[src/pkg/icg_pkg.sv]
package icg_pkg;
    // register indices, byte address is four times the index
    localparam logic [11:0] IDX_CON2     = 12'hFC5;
    localparam logic [11:0] IDX_CTRL     = 12'hFC0;
    localparam logic [11:0] IDX_STAT     = 12'hFC1;
    localparam logic [11:0] IDX_OWN_ADDR = 12'hFC2;
    localparam logic [11:0] IDX_BUF      = 12'hFC3;
    localparam logic [11:0] IDX_INT_STAT = 12'hFC4;
    localparam logic [11:0] IDX_INT_MASK = 12'hFC6;

    // i2c_master_control_two field positions
    localparam int B_GENERAL_CALL_ENABLE  = 7;
    localparam int B_ACKST = 6;
    localparam int B_ACK_DATA_VALUE = 5;
    localparam int B_ACK_SEQUENCE_ENABLE = 4;
    localparam int B_MASTER_RECEIVE_ENABLE  = 3;
    localparam int B_PEN   = 2;
    localparam int B_REPEATED_START_ENABLE  = 1;
    localparam int B_SEN   = 0;

    // control register fields
    localparam int B_CTL_EN     = 0;
    localparam int B_CTL_MASTER = 1;
    localparam int B_CTL_TENBIT = 2;

    // status register fields
    localparam int B_ST_BF    = 0;
    localparam int B_ST_UA    = 1;
    localparam int B_ST_START = 2;
    localparam int B_ST_STOP  = 3;
    localparam int B_ST_BUSY  = 4;
    localparam int B_ST_GCHIT = 5;

    // interrupt status / mask fields
    localparam int B_IRQ_SPIF  = 0;
    localparam int B_IRQ_START = 1;
    localparam int B_IRQ_STOP  = 2;
    localparam int IRQ_W       = 3;

    // reset values
    localparam logic [7:0] RST_CON2 = 8'h00;
    localparam logic [2:0] RST_CTRL = 3'h0;
    localparam logic [7:0] RST_OWN  = 8'h00;
    localparam logic [7:0] RST_BUF  = 8'h00;
    localparam logic [2:0] RST_MASK = 3'h0;

    // address constants
    localparam logic [7:0] GEN_CALL_ADDR = 8'h00;
    localparam logic [4:0] TEN_BIT_HDR   = 5'h1E;

    // timing: quarter of an scl period, rounded down to clock cycles
    localparam int CLK_NS  = 25;
    localparam int QTR_NS  = 2500;
    localparam int QTR_CYC = (QTR_NS / CLK_NS < 1) ? 1 : QTR_NS / CLK_NS;

    typedef enum logic [2:0] {
        M_IDLE   = 3'b000,
        M_START  = 3'b001,
        M_TX     = 3'b011,
        M_RX     = 3'b010,
        M_ACK    = 3'b110,
        M_STOP   = 3'b111,
        M_RSTART = 3'b101
    } icg_mstate_t;

    typedef enum logic [1:0] {
        S_IDLE  = 2'b00,
        S_ADDR  = 2'b01,
        S_ADDR2 = 2'b11,
        S_DATA  = 2'b10
    } icg_sstate_t;
endpackage : icg_pkg

[src/core/icg_core.sv]
`timescale 1ns/1ps
module icg_core (
    // clock and reset
    input  wire logic        mclk_i,
    input  wire logic        reset_i,
    // apb slave
    input  wire logic        psel_i,
    input  wire logic        penable_i,
    input  wire logic        pwrite_i,
    input  wire logic [15:0] paddr_i,
    input  wire logic [31:0] pwdata_i,
    output logic      [31:0] prdata_o,
    output logic             pready_o,
    output logic             pslverr_o,
    // two-wire link
    input  wire logic        serial_clock_line_i,
    output logic             serial_clock_line_o,
    output logic             serial_clock_line_oe_o,
    input  wire logic        serial_data_line_i,
    output logic             serial_data_line_o,
    output logic             serial_data_line_oe_o,
    // interrupt
    output logic             irq_o
);
    // register state
    logic [7:0]               con2_r;      // general_call_enable, ack_status, ack_data_value
    logic [2:0]               ctrl_r;
    logic [7:0]               own_r;
    logic [7:0]               buf_r;
    logic                     bf_r;
    logic                     ua_r;
    logic                     st_start_r;
    logic                     st_stop_r;
    logic                     gchit_r;
    logic [icg_pkg::IRQ_W-1:0] irq_r;
    logic [icg_pkg::IRQ_W-1:0] mask_r;
    logic [31:0]              prdata_r;

    // bus decode
    wire        setup_w  = psel_i & ~penable_i;
    wire        access_w = psel_i & penable_i;
    wire [13:0] idx_w    = paddr_i[15:2];
    wire        hit_con2 = idx_w == {2'b00, icg_pkg::IDX_CON2};
    wire        hit_ctrl = idx_w == {2'b00, icg_pkg::IDX_CTRL};
    wire        hit_stat = idx_w == {2'b00, icg_pkg::IDX_STAT};
    wire        hit_own  = idx_w == {2'b00, icg_pkg::IDX_OWN_ADDR};
    wire        hit_buf  = idx_w == {2'b00, icg_pkg::IDX_BUF};
    wire        hit_ist  = idx_w == {2'b00, icg_pkg::IDX_INT_STAT};
    wire        hit_msk  = idx_w == {2'b00, icg_pkg::IDX_INT_MASK};
    wire        mapped_w = hit_con2 | hit_ctrl | hit_stat | hit_own | hit_buf | hit_ist | hit_msk;
    wire        wr_w     = access_w & pwrite_i;
    wire        rd_w     = access_w & ~pwrite_i;

    wire        en_w     = ctrl_r[icg_pkg::B_CTL_EN];
    wire        master_w = en_w & ctrl_r[icg_pkg::B_CTL_MASTER];
    wire        slave_w  = en_w & ~ctrl_r[icg_pkg::B_CTL_MASTER];
    wire        tenbit_w = ctrl_r[icg_pkg::B_CTL_TENBIT];

    // master engine state
    icg_pkg::icg_mstate_t m_state_r;
    logic [15:0]          q_cnt_r;
    logic [1:0]           m_ph_r;
    logic [3:0]           m_bit_r;
    logic [7:0]           m_sr_r;
    logic                 m_scl_low_r;
    logic                 m_sda_low_r;

    wire m_busy_w = m_state_r != icg_pkg::M_IDLE;
    wire tick_w   = m_busy_w & (q_cnt_r == 16'(icg_pkg::QTR_CYC - 1));

    // launch requests, accepted only when idle in master mode
    wire con2_wr_w = wr_w & hit_con2;
    wire can_go_w  = master_w & ~m_busy_w;
    wire go_sen_w  = con2_wr_w & can_go_w & pwdata_i[icg_pkg::B_SEN];
    wire go_repeated_start_enable_w = con2_wr_w & can_go_w & pwdata_i[icg_pkg::B_REPEATED_START_ENABLE] & ~pwdata_i[icg_pkg::B_SEN];
    wire go_pen_w  = con2_wr_w & can_go_w & pwdata_i[icg_pkg::B_PEN] & ~|pwdata_i[1:0];
    wire go_master_receive_enable_w = con2_wr_w & can_go_w & pwdata_i[icg_pkg::B_MASTER_RECEIVE_ENABLE] & ~|pwdata_i[2:0];
    wire go_ack_sequence_enable_w = con2_wr_w & can_go_w & pwdata_i[icg_pkg::B_ACK_SEQUENCE_ENABLE] & ~|pwdata_i[3:0];
    wire go_tx_w   = wr_w & hit_buf & can_go_w;

    // end-of-operation points of the master
    wire m_last_ph_w = tick_w & (m_ph_r == 2'd3);
    wire m_done_w    = (tick_w & (m_state_r == icg_pkg::M_START || m_state_r == icg_pkg::M_STOP)
                                & (m_ph_r == 2'd2))
                     | (m_last_ph_w & (m_state_r == icg_pkg::M_RSTART))
                     | (m_last_ph_w & (m_state_r == icg_pkg::M_TX) & (m_bit_r == 4'd8))
                     | (m_last_ph_w & (m_state_r == icg_pkg::M_RX) & (m_bit_r == 4'd7))
                     | (m_last_ph_w & (m_state_r == icg_pkg::M_ACK));
    wire m_sample_w  = tick_w & (m_ph_r == 2'd2);
    wire m_rx_load_w = m_done_w & (m_state_r == icg_pkg::M_RX);

    // link input synchronisers and edge finder
    logic [1:0] scl_sync_r;
    logic [1:0] sda_sync_r;
    logic       scl_prev_r;
    logic       sda_prev_r;
    wire scl_w      = scl_sync_r[1];
    wire sda_w      = sda_sync_r[1];
    wire scl_rise_w = scl_w & ~scl_prev_r;
    wire scl_fall_w = ~scl_w & scl_prev_r;
    wire start_det_w = en_w & scl_w & scl_prev_r & sda_prev_r & ~sda_w;
    wire stop_det_w  = en_w & scl_w & scl_prev_r & ~sda_prev_r & sda_w;

    // slave engine state
    icg_pkg::icg_sstate_t s_state_r;
    logic [3:0]           s_cnt_r;
    logic [7:0]           s_sr_r;
    logic                 s_ack_r;

    // address comparison after eight bits
    wire s_addr_w  = s_state_r == icg_pkg::S_ADDR;
    wire gc_hit_w  = s_addr_w & con2_r[icg_pkg::B_GENERAL_CALL_ENABLE] & (s_sr_r == icg_pkg::GEN_CALL_ADDR);
    wire own7_w    = s_addr_w & ~tenbit_w & (s_sr_r[7:1] == own_r[7:1]) & ~s_sr_r[0];
    wire ten_hi_w  = s_addr_w & tenbit_w & (s_sr_r[7:3] == icg_pkg::TEN_BIT_HDR)
                   & (s_sr_r[2:1] == own_r[2:1]) & ~s_sr_r[0];
    wire ten_lo_w  = (s_state_r == icg_pkg::S_ADDR2) & (s_sr_r == own_r);
    wire s_data_w  = s_state_r == icg_pkg::S_DATA;
    wire s_match_w = gc_hit_w | own7_w | ten_hi_w | ten_lo_w | s_data_w;
    wire s_eighth_w = slave_w & scl_fall_w & (s_cnt_r == 4'd8) & (s_state_r != icg_pkg::S_IDLE);
    wire s_ninth_w  = slave_w & scl_fall_w & (s_cnt_r == 4'd9);
    wire s_load_w   = s_eighth_w & s_match_w;

    // event sources for the sticky interrupt bits
    wire [icg_pkg::IRQ_W-1:0] irq_set_w = {master_w & stop_det_w,
                                           master_w & start_det_w,
                                           (m_done_w & master_w) | (s_ninth_w & s_ack_r)};
    wire [icg_pkg::IRQ_W-1:0] irq_clr_w = (wr_w & hit_ist) ? pwdata_i[icg_pkg::IRQ_W-1:0]
                                                           : {icg_pkg::IRQ_W{1'b0}};
    wire bf_clr_w = rd_w & hit_buf;

    // read data multiplexer
    wire [7:0] con2_rd_w = {con2_r[icg_pkg::B_GENERAL_CALL_ENABLE], con2_r[icg_pkg::B_ACKST], con2_r[icg_pkg::B_ACK_DATA_VALUE],
                            m_state_r == icg_pkg::M_ACK, m_state_r == icg_pkg::M_RX,
                            m_state_r == icg_pkg::M_STOP, m_state_r == icg_pkg::M_RSTART,
                            m_state_r == icg_pkg::M_START};
    wire [7:0] stat_rd_w = {2'b00, gchit_r, m_busy_w, st_stop_r, st_start_r, ua_r, bf_r};
    wire [31:0] rd_mux_w = hit_con2 ? {24'h0, con2_rd_w} :
                           hit_ctrl ? {29'h0, ctrl_r} :
                           hit_stat ? {24'h0, stat_rd_w} :
                           hit_own  ? {24'h0, own_r} :
                           hit_buf  ? {24'h0, buf_r} :
                           hit_ist  ? {29'h0, irq_r} :
                           hit_msk  ? {29'h0, mask_r} : 32'h0;

    // apb answer: zero wait states, read data captured in setup
    assign pready_o  = 1'b1;
    assign pslverr_o = access_w & ~mapped_w;
    assign prdata_o  = prdata_r;
    assign irq_o     = |(irq_r & mask_r);

    // open-drain link drive: only ever pull low
    assign serial_clock_line_o    = 1'b0;
    assign serial_data_line_o     = 1'b0;
    assign serial_clock_line_oe_o = m_scl_low_r;
    assign serial_data_line_oe_o  = m_sda_low_r | s_ack_r;

    // read data capture
    always_ff @(posedge mclk_i or posedge reset_i) begin
        if (reset_i) begin
            prdata_r <= 32'h0;
        end else if (setup_w) begin
            prdata_r <= rd_mux_w;
        end
    end

    // synchronisers, second stage feeds the edge finder
    always_ff @(posedge mclk_i or posedge reset_i) begin
        if (reset_i) begin
            scl_sync_r <= 2'b11;
            sda_sync_r <= 2'b11;
            scl_prev_r <= 1'b1;
            sda_prev_r <= 1'b1;
        end else begin
            scl_sync_r <= {scl_sync_r[0], serial_clock_line_i};
            sda_sync_r <= {sda_sync_r[0], serial_data_line_i};
            scl_prev_r <= scl_w;
            sda_prev_r <= sda_w;
        end
    end

    // software registers and flags, set wins over clear
    always_ff @(posedge mclk_i or posedge reset_i) begin
        if (reset_i) begin
            con2_r     <= icg_pkg::RST_CON2;
            ctrl_r     <= icg_pkg::RST_CTRL;
            own_r      <= icg_pkg::RST_OWN;
            mask_r     <= icg_pkg::RST_MASK;
            irq_r      <= '0;
            st_start_r <= 1'b0;
            st_stop_r  <= 1'b0;
        end else begin
            if (con2_wr_w) begin
                con2_r[icg_pkg::B_GENERAL_CALL_ENABLE]  <= pwdata_i[icg_pkg::B_GENERAL_CALL_ENABLE];
                con2_r[icg_pkg::B_ACK_DATA_VALUE] <= pwdata_i[icg_pkg::B_ACK_DATA_VALUE];
            end
            if (m_sample_w && m_state_r == icg_pkg::M_TX && m_bit_r == 4'd8) begin
                con2_r[icg_pkg::B_ACKST] <= sda_w;
            end
            if (wr_w && hit_ctrl) ctrl_r <= pwdata_i[2:0];
            if (wr_w && hit_own)  own_r  <= pwdata_i[7:0];
            if (wr_w && hit_msk)  mask_r <= pwdata_i[icg_pkg::IRQ_W-1:0];
            irq_r <= (irq_r & ~irq_clr_w) | irq_set_w;
            // bus condition bits, cleared while disabled
            if (!en_w) begin
                st_start_r <= 1'b0;
                st_stop_r  <= 1'b0;
            end else if (start_det_w) begin
                st_start_r <= 1'b1;
                st_stop_r  <= 1'b0;
            end else if (stop_det_w) begin
                st_start_r <= 1'b0;
                st_stop_r  <= 1'b1;
            end
        end
    end

    // data buffer and buffer-related status
    always_ff @(posedge mclk_i or posedge reset_i) begin
        if (reset_i) begin
            buf_r   <= icg_pkg::RST_BUF;
            bf_r    <= 1'b0;
            ua_r    <= 1'b0;
            gchit_r <= 1'b0;
        end else begin
            if (s_load_w) begin
                buf_r <= s_sr_r;
            end else if (m_rx_load_w) begin
                buf_r <= m_sr_r;
            end else if (go_tx_w) begin
                buf_r <= pwdata_i[7:0];
            end
            bf_r <= (bf_r & ~bf_clr_w) | s_load_w | m_rx_load_w;
            if (s_load_w && (ten_hi_w || ten_lo_w)) begin
                ua_r <= 1'b1;
            end else if (wr_w && hit_own) begin
                ua_r <= 1'b0;
            end
            if (s_eighth_w && s_addr_w) gchit_r <= gc_hit_w;
        end
    end

    // master sequencer: quarter-period phases of each bit
    always_ff @(posedge mclk_i or posedge reset_i) begin
        if (reset_i) begin
            m_state_r   <= icg_pkg::M_IDLE;
            q_cnt_r     <= 16'h0;
            m_ph_r      <= 2'd0;
            m_bit_r     <= 4'd0;
            m_sr_r      <= 8'h00;
            m_scl_low_r <= 1'b0;
            m_sda_low_r <= 1'b0;
        end else if (!master_w) begin
            m_state_r   <= icg_pkg::M_IDLE;
            q_cnt_r     <= 16'h0;
            m_scl_low_r <= 1'b0;
            m_sda_low_r <= 1'b0;
        end else if (!m_busy_w) begin
            q_cnt_r <= 16'h0;
            m_ph_r  <= 2'd0;
            m_bit_r <= 4'd0;
            if (go_sen_w)        m_state_r <= icg_pkg::M_START;
            else if (go_repeated_start_enable_w)  m_state_r <= icg_pkg::M_RSTART;
            else if (go_pen_w)   m_state_r <= icg_pkg::M_STOP;
            else if (go_master_receive_enable_w)  m_state_r <= icg_pkg::M_RX;
            else if (go_ack_sequence_enable_w) m_state_r <= icg_pkg::M_ACK;
            else if (go_tx_w) begin
                m_state_r <= icg_pkg::M_TX;
                m_sr_r    <= pwdata_i[7:0];
            end
        end else begin
            q_cnt_r <= tick_w ? 16'h0 : q_cnt_r + 16'h1;
            if (tick_w) begin
                m_ph_r <= m_ph_r + 2'd1;
                case (m_state_r)
                    icg_pkg::M_START: begin
                        case (m_ph_r)
                            2'd0:    m_sda_low_r <= 1'b0;
                            2'd1:    m_sda_low_r <= 1'b1;
                            default: m_scl_low_r <= 1'b1;
                        endcase
                    end
                    icg_pkg::M_STOP: begin
                        case (m_ph_r)
                            2'd0:    m_sda_low_r <= 1'b1;
                            2'd1:    m_scl_low_r <= 1'b0;
                            default: m_sda_low_r <= 1'b0;
                        endcase
                    end
                    icg_pkg::M_RSTART: begin
                        case (m_ph_r)
                            2'd0:    m_sda_low_r <= 1'b0;
                            2'd1:    m_scl_low_r <= 1'b0;
                            2'd2:    m_sda_low_r <= 1'b1;
                            default: m_scl_low_r <= 1'b1;
                        endcase
                    end
                    default: begin
                        // one data bit: set data, raise clock, sample, lower clock
                        case (m_ph_r)
                            2'd0: begin
                                if (m_state_r == icg_pkg::M_TX)
                                    m_sda_low_r <= (m_bit_r != 4'd8) & ~m_sr_r[7];
                                else if (m_state_r == icg_pkg::M_ACK)
                                    m_sda_low_r <= ~con2_r[icg_pkg::B_ACK_DATA_VALUE];
                                else
                                    m_sda_low_r <= 1'b0;
                            end
                            2'd1: m_scl_low_r <= 1'b0;
                            2'd2: begin
                                if (m_state_r == icg_pkg::M_RX) m_sr_r <= {m_sr_r[6:0], sda_w};
                            end
                            default: begin
                                m_scl_low_r <= 1'b1;
                                m_bit_r     <= m_bit_r + 4'd1;
                                if (m_state_r == icg_pkg::M_TX) m_sr_r <= {m_sr_r[6:0], 1'b0};
                            end
                        endcase
                    end
                endcase
                if (m_done_w) begin
                    m_state_r <= icg_pkg::M_IDLE;
                    if (m_state_r == icg_pkg::M_RX || m_state_r == icg_pkg::M_ACK)
                        m_sda_low_r <= 1'b0;
                end
            end
        end
    end

    // slave receiver: address match, acknowledge, data bytes
    always_ff @(posedge mclk_i or posedge reset_i) begin
        if (reset_i) begin
            s_state_r <= icg_pkg::S_IDLE;
            s_cnt_r   <= 4'd0;
            s_sr_r    <= 8'h00;
            s_ack_r   <= 1'b0;
        end else if (!slave_w) begin
            s_state_r <= icg_pkg::S_IDLE;
            s_ack_r   <= 1'b0;
        end else if (start_det_w) begin
            s_state_r <= icg_pkg::S_ADDR;
            s_cnt_r   <= 4'd0;
            s_ack_r   <= 1'b0;
        end else if (stop_det_w) begin
            s_state_r <= icg_pkg::S_IDLE;
            s_ack_r   <= 1'b0;
        end else if (s_state_r != icg_pkg::S_IDLE) begin
            if (scl_rise_w && s_cnt_r < 4'd8) begin
                s_sr_r  <= {s_sr_r[6:0], sda_w};
                s_cnt_r <= s_cnt_r + 4'd1;
            end else if (s_eighth_w) begin
                s_cnt_r <= 4'd9;
                s_ack_r <= s_match_w;
                if (gc_hit_w || own7_w || ten_lo_w)
                    s_state_r <= icg_pkg::S_DATA;
                else if (ten_hi_w)
                    s_state_r <= icg_pkg::S_ADDR2;
                else if (!s_data_w)
                    s_state_r <= icg_pkg::S_IDLE;
            end else if (s_ninth_w) begin
                s_cnt_r <= 4'd0;
                s_ack_r <= 1'b0;
            end
        end
    end
endmodule : icg_core

[config.mk]
export PLATFORM = sky130hd
export DESIGN_NAME = icg_core
export DESIGN_NICKNAME = d
export VERILOG_FILES = /design/src/pkg/icg_pkg.sv /design/src/core/icg_core.sv
export SDC_FILE = /design/constraint.sdc
export NUM_CORES = 1
export LEC_CHECK = 0
export ABC_AREA = 1
export BUFFER_PORTS_ARGS = -buffer_cell sky130_fd_sc_hd__clkbuf_2
export CAP_MARGIN = 25
export CELL_PAD_IN_SITES_DETAIL_PLACEMENT = 0
export CELL_PAD_IN_SITES_GLOBAL_PLACEMENT = 1
export CORE_ASPECT_RATIO = 0.8
export CORE_UTILIZATION = 35
export DETAILED_ROUTE_END_ITERATION = 6
export HOLD_SLACK_MARGIN = 0.03
export PLACE_DENSITY_LB_ADDON = 0.1
export SLEW_MARGIN = 20
export SYNTH_ARGS = -nofsm -noshare
export SYNTH_HDL_FRONTEND = slang
export SYNTH_SLANG_ARGS = --single-unit
[constraint.sdc]
create_clock -name mclk_i -period 3.5 [get_ports mclk_i]
set_input_delay 0.35 -clock mclk_i [delete_from_list [all_inputs] [get_ports mclk_i]]
set_output_delay 0.35 -clock mclk_i [all_outputs]
set_load 0.1 [all_outputs]
==> qor.txt, run 1 <==
Die Y-Extent: 118.9 um
CP arrival: 2.07 ns
Final worst slack: 1.078 ns
Post-synth ARST share: 100.0%
Total Power: 2.365 mW
Iter 0 DRT Violations: 435
Largest net degree at the start of global routing: 75
First-pass GRT wire length: 26750 um
Max-Cap Viols: 0
Final instance area: 6599 um2
DR WL/cell: 15.57 um
Status: complete, no violations
Seq cells post-synth: 97
FILL cells: 1752
Clock Path Buffers: 2
Predominant post-synthesis flop cell: dfrtp_1
Yosys warns: 0
Drt pass-1 iters: 5
Setup crit end kind: output pin
Place WS: 1.108 ns
# resized after CTS: 0
Total Die Area: 17610 um2
Mapped Area: 5979 um2
Vias: 5384
Die Width: 148.1 um
Area grow syn2layout: 10.36%
CTS tree: yes
Clock skew: 0.005221 ns
Tmin final: 2.422 ns
Maximum vdd drop: 0.0002087 V
Fin nets: 915
Sink Count: 97
Hold Violations, Final: 0
Post-CTS Setup Bufs: 0
Synthesized instance count: 809
Post-DR vias/cell: 5.008
GPL Wtd Cong: 0.9046
Overflow after GRT: 0
Max Freq: 0.4129 GHz
Cell Pwr Density: 358.4 nW/um2
CTS root buf: clkbuf_16
Antenna violations before repair: 0
Hold Buf Count CTS: 0
Placed Instances: 1059
Clk_lat worst skew: 0.35 ns
TNS Setup: 0 ns
Max Fanout on Critical Path: 12
Initial Util: 36.01%
CP required: 3.15 ns
Worst Hold Class: primary input to flop
Vias in the first global route: 4951
Total track usage: 19.85%
Clk slew on worst S/H paths: 0.07 ns
Period utilization: 69.20%
Max Slew Vio Count: 0
Residual DRC: 0
Worst Setup Start Kind: primary input
# IOs: 94
Hpwl dp: 12810 um
Relative slew slack: 52.14%
ANT nets after route: 0
WHS: 0.07715 ns
Leak: 3.186 nW
Cell Rows: 42
Final Util: 39.74%
H-tree depth: 3
Number of synthesized flops with an enable pin: 0
Sequential area share after synthesis: 40.72%
Antenna diode count: 0
Syn_area_per_cell: 7.391 um2
Routed wire length: 16740 um
Final setup fails: 0
Cell Area, Placed: 6300 um2
Setup Crit Path Kind: primary input to output pin
Total CTS buffers: 9
Layout cells sized above 1: 13.45%
Netlist cell types: 47
Final non-filler cell total: 1075
Port buffer count: 40
Worst-Margin Slew: 0.7178 ns
Core ar.: 16610 um2
RSZ-0062 raised after global routing: no
routing by layer:
layer / global-route usage (%) / wire, um
met1: 30.79 / 9073
met2: 27.67 / 6651
met3: 4.406 / 850
met4: 3.995 / 161
met5: 0 / 0
worst max-delay path: stages:
cell and delay [ns]:
clkbuf_2 0.08, nor2_1 0.09, nand3_1 0.38, nor4_1 0.65
nor4_2 0.12, clkbuf_2 0.40
state kept, by name, summed over array words and instances, names as in the netlist, 2 cells and up:
signal,cells
own_r,8
ctrl_r,3
buf_r,8
scl_sync_r,2
m_state_r,3
m_bit_r,4
s_cnt_r,4
con2_r,3
sda_sync_r,2
m_ph_r,2
s_sr_r,8
s_state_r,2
mask_r,3
q_cnt_r,16
prdata_o,8
irq_r,3
m_sr_r,8
power breakdown:
group	switching (mW)	internal [mW]
Sequential	0.00344	1.13
Combinational	0.197	0.0243
Clock	0.461	0.553
layout make-up:
| type | instances | area (um2) | area share, % |
|---|---|---|---|
| multi-input combinational | 599 | 2983 | 45.20 |
| sequential | 97 | 2435 | 36.90 |
| inverter | 99 | 379.1 | 5.745 |
| tap | 220 | 275.3 | 4.171 |
| timing repair buffer | 44 | 230.2 | 3.489 |
| clock buffer | 9 | 225.2 | 3.413 |
| clock inverter | 7 | 71.32 | 1.081 |
cells by family (layout without fill, tap and decap cells):
group | count (synthesis) | after routing | share of synthesized area (%)
buf+inv | 138 | 159 | 11.07
simple gates | 441 | 441 | 34.50
other cells | 2 | 27 | 0.1256
xor+xnor | 9 | 9 | 1.318
fa+ha+maj | 10 | 10 | 2.092
flops | 97 | 97 | 40.72
compound gates | 112 | 112 | 10.17
cell usage after synthesis (all sizes together) (4+ instances only):
master	instances	share of area [%]
a21oi	18	1.6
buf	38	4.7
dfrtp	91	38
dfstp	6	2.6
ha	10	2.1
inv	98	6.2
nand2	232	15
nand3	72	6.8
nand4	19	2.0
nor2	74	5.7
nor3	26	2.7
nor4	8	0.94
o2111ai	4	0.59
o211ai	5	0.63
o21ai	79	6.6
or2	4	0.42
xor2	7	1.0
cell usage in the layout, fill, tap and decap left out, types with 8 or more instances in the layout:
| cell | n |
|---|---|
| ha_1 | 10 |
| clkbuf_16 | 9 |
| inv_1 | 88 |
| nor3_1 | 21 |
| inv_2 | 8 |
| a21oi_1 | 17 |
| clkbuf_2 | 40 |
| nand2_1 | 223 |
| nand3_1 | 67 |
| nand4_1 | 19 |
| o21ai_0 | 72 |
| dfrtp_1 | 91 |
| conb_1 | 27 |
| nor2_2 | 9 |
| nor2_1 | 61 |
path summary, 6_finish.rpt:
path                                           from                       to  slack [ns]  cells after the start
max in group asynchronous                   reset_i  sda_sync_r[1]$_DFF_PP1_        2.61                      3
min in group asynchronous                   reset_i     q_cnt_r[4]$_DFF_PP0_        0.11                      2
setup reg to reg           m_state_r[2]$_DFFE_PP0P_     buf_r[5]$_DFFE_PP0P_        1.38                     12
hold / removal                  serial_clock_line_i  scl_sync_r[0]$_DFF_PP1_        0.08                      1
setup / recovery                         paddr_i[7]                pslverr_o        1.08                      6
hold reg to reg             sda_sync_r[0]$_DFF_PP1_  sda_sync_r[1]$_DFF_PP1_        0.36                      0
No activity file was read; power rests on OpenSTA's default activity.
==> run 2, diff against run 1 <==
==> constraint.sdc (replaced) <==
create_clock -name mclk_i -period 2.5 [get_ports mclk_i]
set_input_delay 0.25 -clock mclk_i [delete_from_list [all_inputs] [get_ports mclk_i]]
set_output_delay 0.25 -clock mclk_i [all_outputs]
set_load 0.1 [all_outputs]
==> qor.txt, run 2 (same netlist as run 1, synthesis figures left out) <==
Final setup fails: 0
Max Slew Vio Count: 0
Routed wire length: 16810 um
Hold_sp: pwdata_i[4]
Cell Rows: 42
Commonest non-fill, non-tap cell in the layout: nand2_1
Hpwl dp: 13120 um
Tmin final: 2.071 ns
Worst-Margin Slew: 0.6470 ns
Clk slew on worst S/H paths: 0.07 ns
Clk_lat worst skew: 0.36 ns
Maximum vdd drop: 0.0002517 V
Status: complete, no violations
RSZ-0062 raised after global routing: no
Antenna violations before repair: 0
Setup Crit Path Kind: flop to flop
First-pass GRT wire length: 27150 um
DR WL/cell: 15.50 um
Final Util: 40.39%
Largest net degree at the start of global routing: 39
Core ar.: 16610 um2
Initial Util: 36.01%
Max-Cap Viols: 0
H-tree depth: 3
Place WS: 0.3960 ns
Vias in the first global route: 5107
Die Y-Extent: 118.9 um
Relative slew slack: 56.47%
Total Die Area: 17610 um2
Sink Count: 97
Antenna diode count: 0
Cell Pwr Density: 489.3 nW/um2
Max Fanout on Critical Path: 10
Residual DRC: 0
Reg2Reg Launch Point: m_bit_r[1]$_DFFE_PP0P_
Hold Violations, Final: 0
Max Freq: 0.4829 GHz
Period utilization: 82.83%
Drt pass-1 iters: 5
CTS tree: yes
CP required: 2.75 ns
Vias: 5370
Post-DR vias/cell: 4.949
Overflow after GRT: 0
Iter 0 DRT Violations: 343
Leak: 3.237 nW
Clock skew: 0.007201 ns
GPL Wtd Cong: 0.8372
# IOs: 94
TNS Setup: 0 ns
Total track usage: 20.32%
Largest Register: q_cnt_r
Setup crit start: m_bit_r[1]$_DFFE_PP0P_
Fin nets: 925
Worst Hold Class: primary input to flop
Area grow syn2layout: 12.16%
Port buffer count: 40
Commonest cells after routing, fill and taps aside: 223 x nand2_1, 91 x dfrtp_1, 88 x inv_1, 72 x o21ai_0, 67 x nand3_1
Layout cells sized above 1: 14.10%
Clock Path Buffers: 2
FILL cells: 1754
Post-CTS Setup Bufs: 0
Setup crit end kind: flop
CP arrival: 2.32 ns
# resized after CTS: 0
Die Width: 148.1 um
Worst Setup Start Kind: flop
ANT nets after route: 0
Final worst slack: 0.4292 ns
Total CTS buffers: 9
Number of flip-flops in the largest register: 16
CTS root buf: clkbuf_16
## run 2: worst max-delay path: stages (launching register included)
cell and delay, ns:
dfrtp_1 0.40, ha_1 0.19, and3_1 0.46, o21ai_0 0.14, nand3_1 0.08, nand2_1 0.05, o21ai_0 0.13, nand2_1 0.17
nand2_1 0.12, nand2_1 0.10, nand2_1 0.08, nand2_1 0.05
## run 2: metal layers
metal,vias up,track usage [%],part of all wire (%)
met5,-,0,0
met4,0,5.799,1.4
met3,15,3.487,5.7
met2,157,28.84,40
met1,2501,31.06,53
li1,2697,-,-
## run 2: worst paths after layout
check                                           endpoint  slack (ns)  depth (start not counted)
worst max-delay path            m_state_r[0]$_DFFE_PP0P_        0.43                         11
worst min-delay path                own_r[4]$_DFFE_PP0P_        0.14                          3
worst max register to register  m_state_r[0]$_DFFE_PP0P_        0.43                         11
worst min register to register   sda_sync_r[1]$_DFF_PP1_        0.35                          0
max in group asynchronous           sda_prev_r$_DFF_PP1_        1.34                          4
min in group asynchronous             irq_r[2]$_DFF_PP0_        0.47                          3
## run 2: what timing repair did
item / in CTS / in global routing
endpoints found under the hold margin: 19 / 0
hold buffers: 3 / 0
setup endpoints to repair: 0 / 0
## run 2: power by group
part           internal, mW  total, mW  switching, mW
Sequential             1.58       1.58        0.00484
Combinational        0.0455      0.324          0.279
Clock                 0.693       1.38          0.682
## run 2: final cells by class
| cell class | instances | area, um2 | area share (%) |
|---|---|---|---|
| inverters | 99 | 377.9 | 5.634 |
| clock buffers | 9 | 225.2 | 3.358 |
| repair buffers | 54 | 340.3 | 5.075 |
| multi-input cells | 599 | 2992 | 44.61 |
| well taps | 220 | 275.3 | 4.104 |
| clock inverters | 7 | 61.31 | 0.9142 |
| flip-flops and latches | 97 | 2435 | 36.31 |
## run 2: stage by stage
step | cells | instance area, um2 | power, mW | hold slack, ns
2_1_floorplan | 834 | 6092 | 1.893 | 0.2545
3_3_place_gp | 1066 | 6390 | 1.933 | 0.3000
3_5_place_dp | 1066 | 6390 | 1.935 | 0.3056
4_1_cts | 1085 | 6706 | 3.326 | 0.1385
5_1_grt | 1085 | 6706 | 3.415 | 0.1736
6_report | 1085 | 6706 | 3.281 | 0.1445
==> run 3, diff against run 2 <==
==> constraint.sdc (replaced) <==
create_clock -name mclk_i -period 2.1 [get_ports mclk_i]
set_input_delay 0.21 -clock mclk_i [delete_from_list [all_inputs] [get_ports mclk_i]]
set_output_delay 0.21 -clock mclk_i [all_outputs]
set_load 0.1 [all_outputs]
==> qor.txt, run 3 (same netlist as run 1, synthesis figures left out) <==
M1 wire length: 9014 um
Largest Register: q_cnt_r
Routed wire length: 16780 um
Final worst slack: 0.2126 ns
Vias: 5409
Core ar.: 16610 um2
Status: complete, no violations
Antenna diode count: 0
Final Util: 41.37%
Met2 WL: 6886 um
Highest cell delay on the worst timing path: 0.45 ns
Clock Path Buffers: 2
Max Fanout on Critical Path: 19
Cell Rows: 42
Relative slew slack: 63.09%
Worst Setup Start Kind: flop
Overflow after GRT: 0
Met3 Routed Length: 727 um
Hpwl dp: 13090 um
CP arrival: 2.13 ns
Tmin final: 1.887 ns
Antenna violations before repair: 0
TNS Setup: 0 ns
Int Pwr: 2.986 mW
RSZ-0062 raised after global routing: no
Setup crit start: s_sr_r[5]$_DFFE_PP0P_
Fin nets: 937
Cell mode on critical path: nand2_1
Drt pass-1 iters: 5
Commonest non-fill, non-tap cell in the layout: nand2_1
Cell Pwr Density: 597.5 nW/um2
Setup crit end kind: flop
Logic pwr share: 9.3%
Max Slew Vio Count: 0
WHS: 0.0003498 ns
Vias in the first global route: 5065
Total track usage: 20.25%
Commonest cells after routing, fill and taps aside: 223 x nand2_1, 91 x dfrtp_1, 88 x inv_1, 71 x o21ai_0, 66 x nand3_1
Reg-to-reg slack, setup: 0.21 ns
Die Width: 148.1 um
Layout cells sized above 1: 15.96%
Total CTS buffers: 9
Worst Hold Class: primary input to asynchronous set/reset pin
H-tree depth: 3
Clk slew on worst S/H paths: 0.07 ns
Register share of total power: 45.9%
Largest net degree at the start of global routing: 98
Number of flip-flops in the largest register: 16
Critical path, cell by cell: inv_2 > nand2_1 > nand2_1 > nor2_1 > nand3_1 > nor2_1 > nor2_2 > nand3_4 > nand2_8 > nand2_8 > nand3_1 > nand2_1
Iter 0 DRT Violations: 402
Initial Util: 36.01%
GPL Wtd Cong: 0.8639
Area grow syn2layout: 14.90%
CP bufs+invs: 1
ANT nets after route: 0
Post-DR vias/cell: 4.931
Period utilization: 89.88%
Setup Crit Path Kind: flop to flop
Worst path slowest cell: dfrtp_1
FILL cells: 1756
CTS root buf: clkbuf_16
Worst-Margin Slew: 0.5536 ns
Clk_lat worst skew: 0.35 ns
Crit path max-delay family: simple AND/OR/NAND/NOR gates
Uppermost routed layer: met4
Sw frac: 27.26%
Clock skew: 0.006404 ns
Total Power: 4.105 mW
Reg2Reg Launch Point: s_sr_r[5]$_DFFE_PP0P_
DR WL/cell: 15.29 um
Residual DRC: 0
CTS tree: yes
Max-Cap Viols: 0
# IOs: 94
Final setup fails: 0
Clock share of power: 44.8%
Max Freq: 0.5298 GHz
Hold Violations, Final: 0
Sink Count: 97
Post-CTS Setup Bufs: 0
CP required: 2.35 ns
NetSw: 1.119 mW
Place WS: 0.1406 ns
Total Die Area: 17610 um2
Maximum vdd drop: 0.0003450 V
Leak: 3.325 nW
First-pass GRT wire length: 27220 um
Port buffer count: 40
Die Y-Extent: 118.9 um
-- run 3: cell count changes in the layout (fill, tap and decap cells not counted), sizes merged --
cell	change
bufinv	+2
buf	+13
dlygate4sd3	-1
inv	-2
-- run 3: per-stage QoR --
stage / cell area (um2) / std cells
final: 6870 / 1097
after global routing: 6870 / 1097
after CTS: 6837 / 1097
after detailed placement: 6487 / 1079
after global placement: 6487 / 1079
after floorplan: 6092 / 834
-- run 3: final cells by class --
| type | count | area [um2] | area share, % |
|---|---|---|---|
| Inverter | 99 | 377.9 | 5.500 |
| Clock buffer | 9 | 225.2 | 3.278 |
| Tap cell | 220 | 275.3 | 4.007 |
| Sequential cell | 97 | 2435 | 35.44 |
| Multi-Input combinational cell | 599 | 3025 | 44.04 |
| Timing Repair Buffer | 66 | 427.9 | 6.228 |
| Clock inverter | 7 | 103.9 | 1.512 |
-- run 3: per-layer routing --
layer  global-route usage [%]  vias up
met5                        0        -
met2                    28.67      150
met3                    3.372        7
li1                         -     2708
met1                    31.55     2544
met4                    4.639        0
-- run 3: tightest hold or removal path: stages --
cell	delay (ns)
clkbuf_2	0.10
clkinvlp_4	0.08
buf_12	0.42
-- run 3: power groups by stage --
stage / registers [mW] / logic (mW) / clock network, mW
2_1_floorplan: 1.92 / 0.337 / 0
3_3_place_gp: 1.92 / 0.380 / 0
3_5_place_dp: 1.92 / 0.382 / 0
4_1_cts: 1.88 / 0.386 / 1.90
5_1_grt: 1.88 / 0.409 / 1.96
6_report: 1.88 / 0.382 / 1.84
-- run 3: worst paths after layout --
path                       cells past startpoint                       to
setup / recovery                              12     buf_r[7]$_DFFE_PP0P_
hold / removal                                 3  prdata_o[4]$_DFFE_PP0P_
setup reg to reg                              12     buf_r[7]$_DFFE_PP0P_
hold reg to reg                                0  sda_sync_r[1]$_DFF_PP1_
max in group asynchronous                      3  sda_sync_r[0]$_DFF_PP1_
min in group mclk_i                            3     own_r[4]$_DFFE_PP0P_
-- run 3: what timing repair did --
item,4_1_cts,5_1_grt
endpoints found under the hold margin,2,0
resized for setup,0,8
hold buffers,2,0
endpoints found under the setup margin,0,17
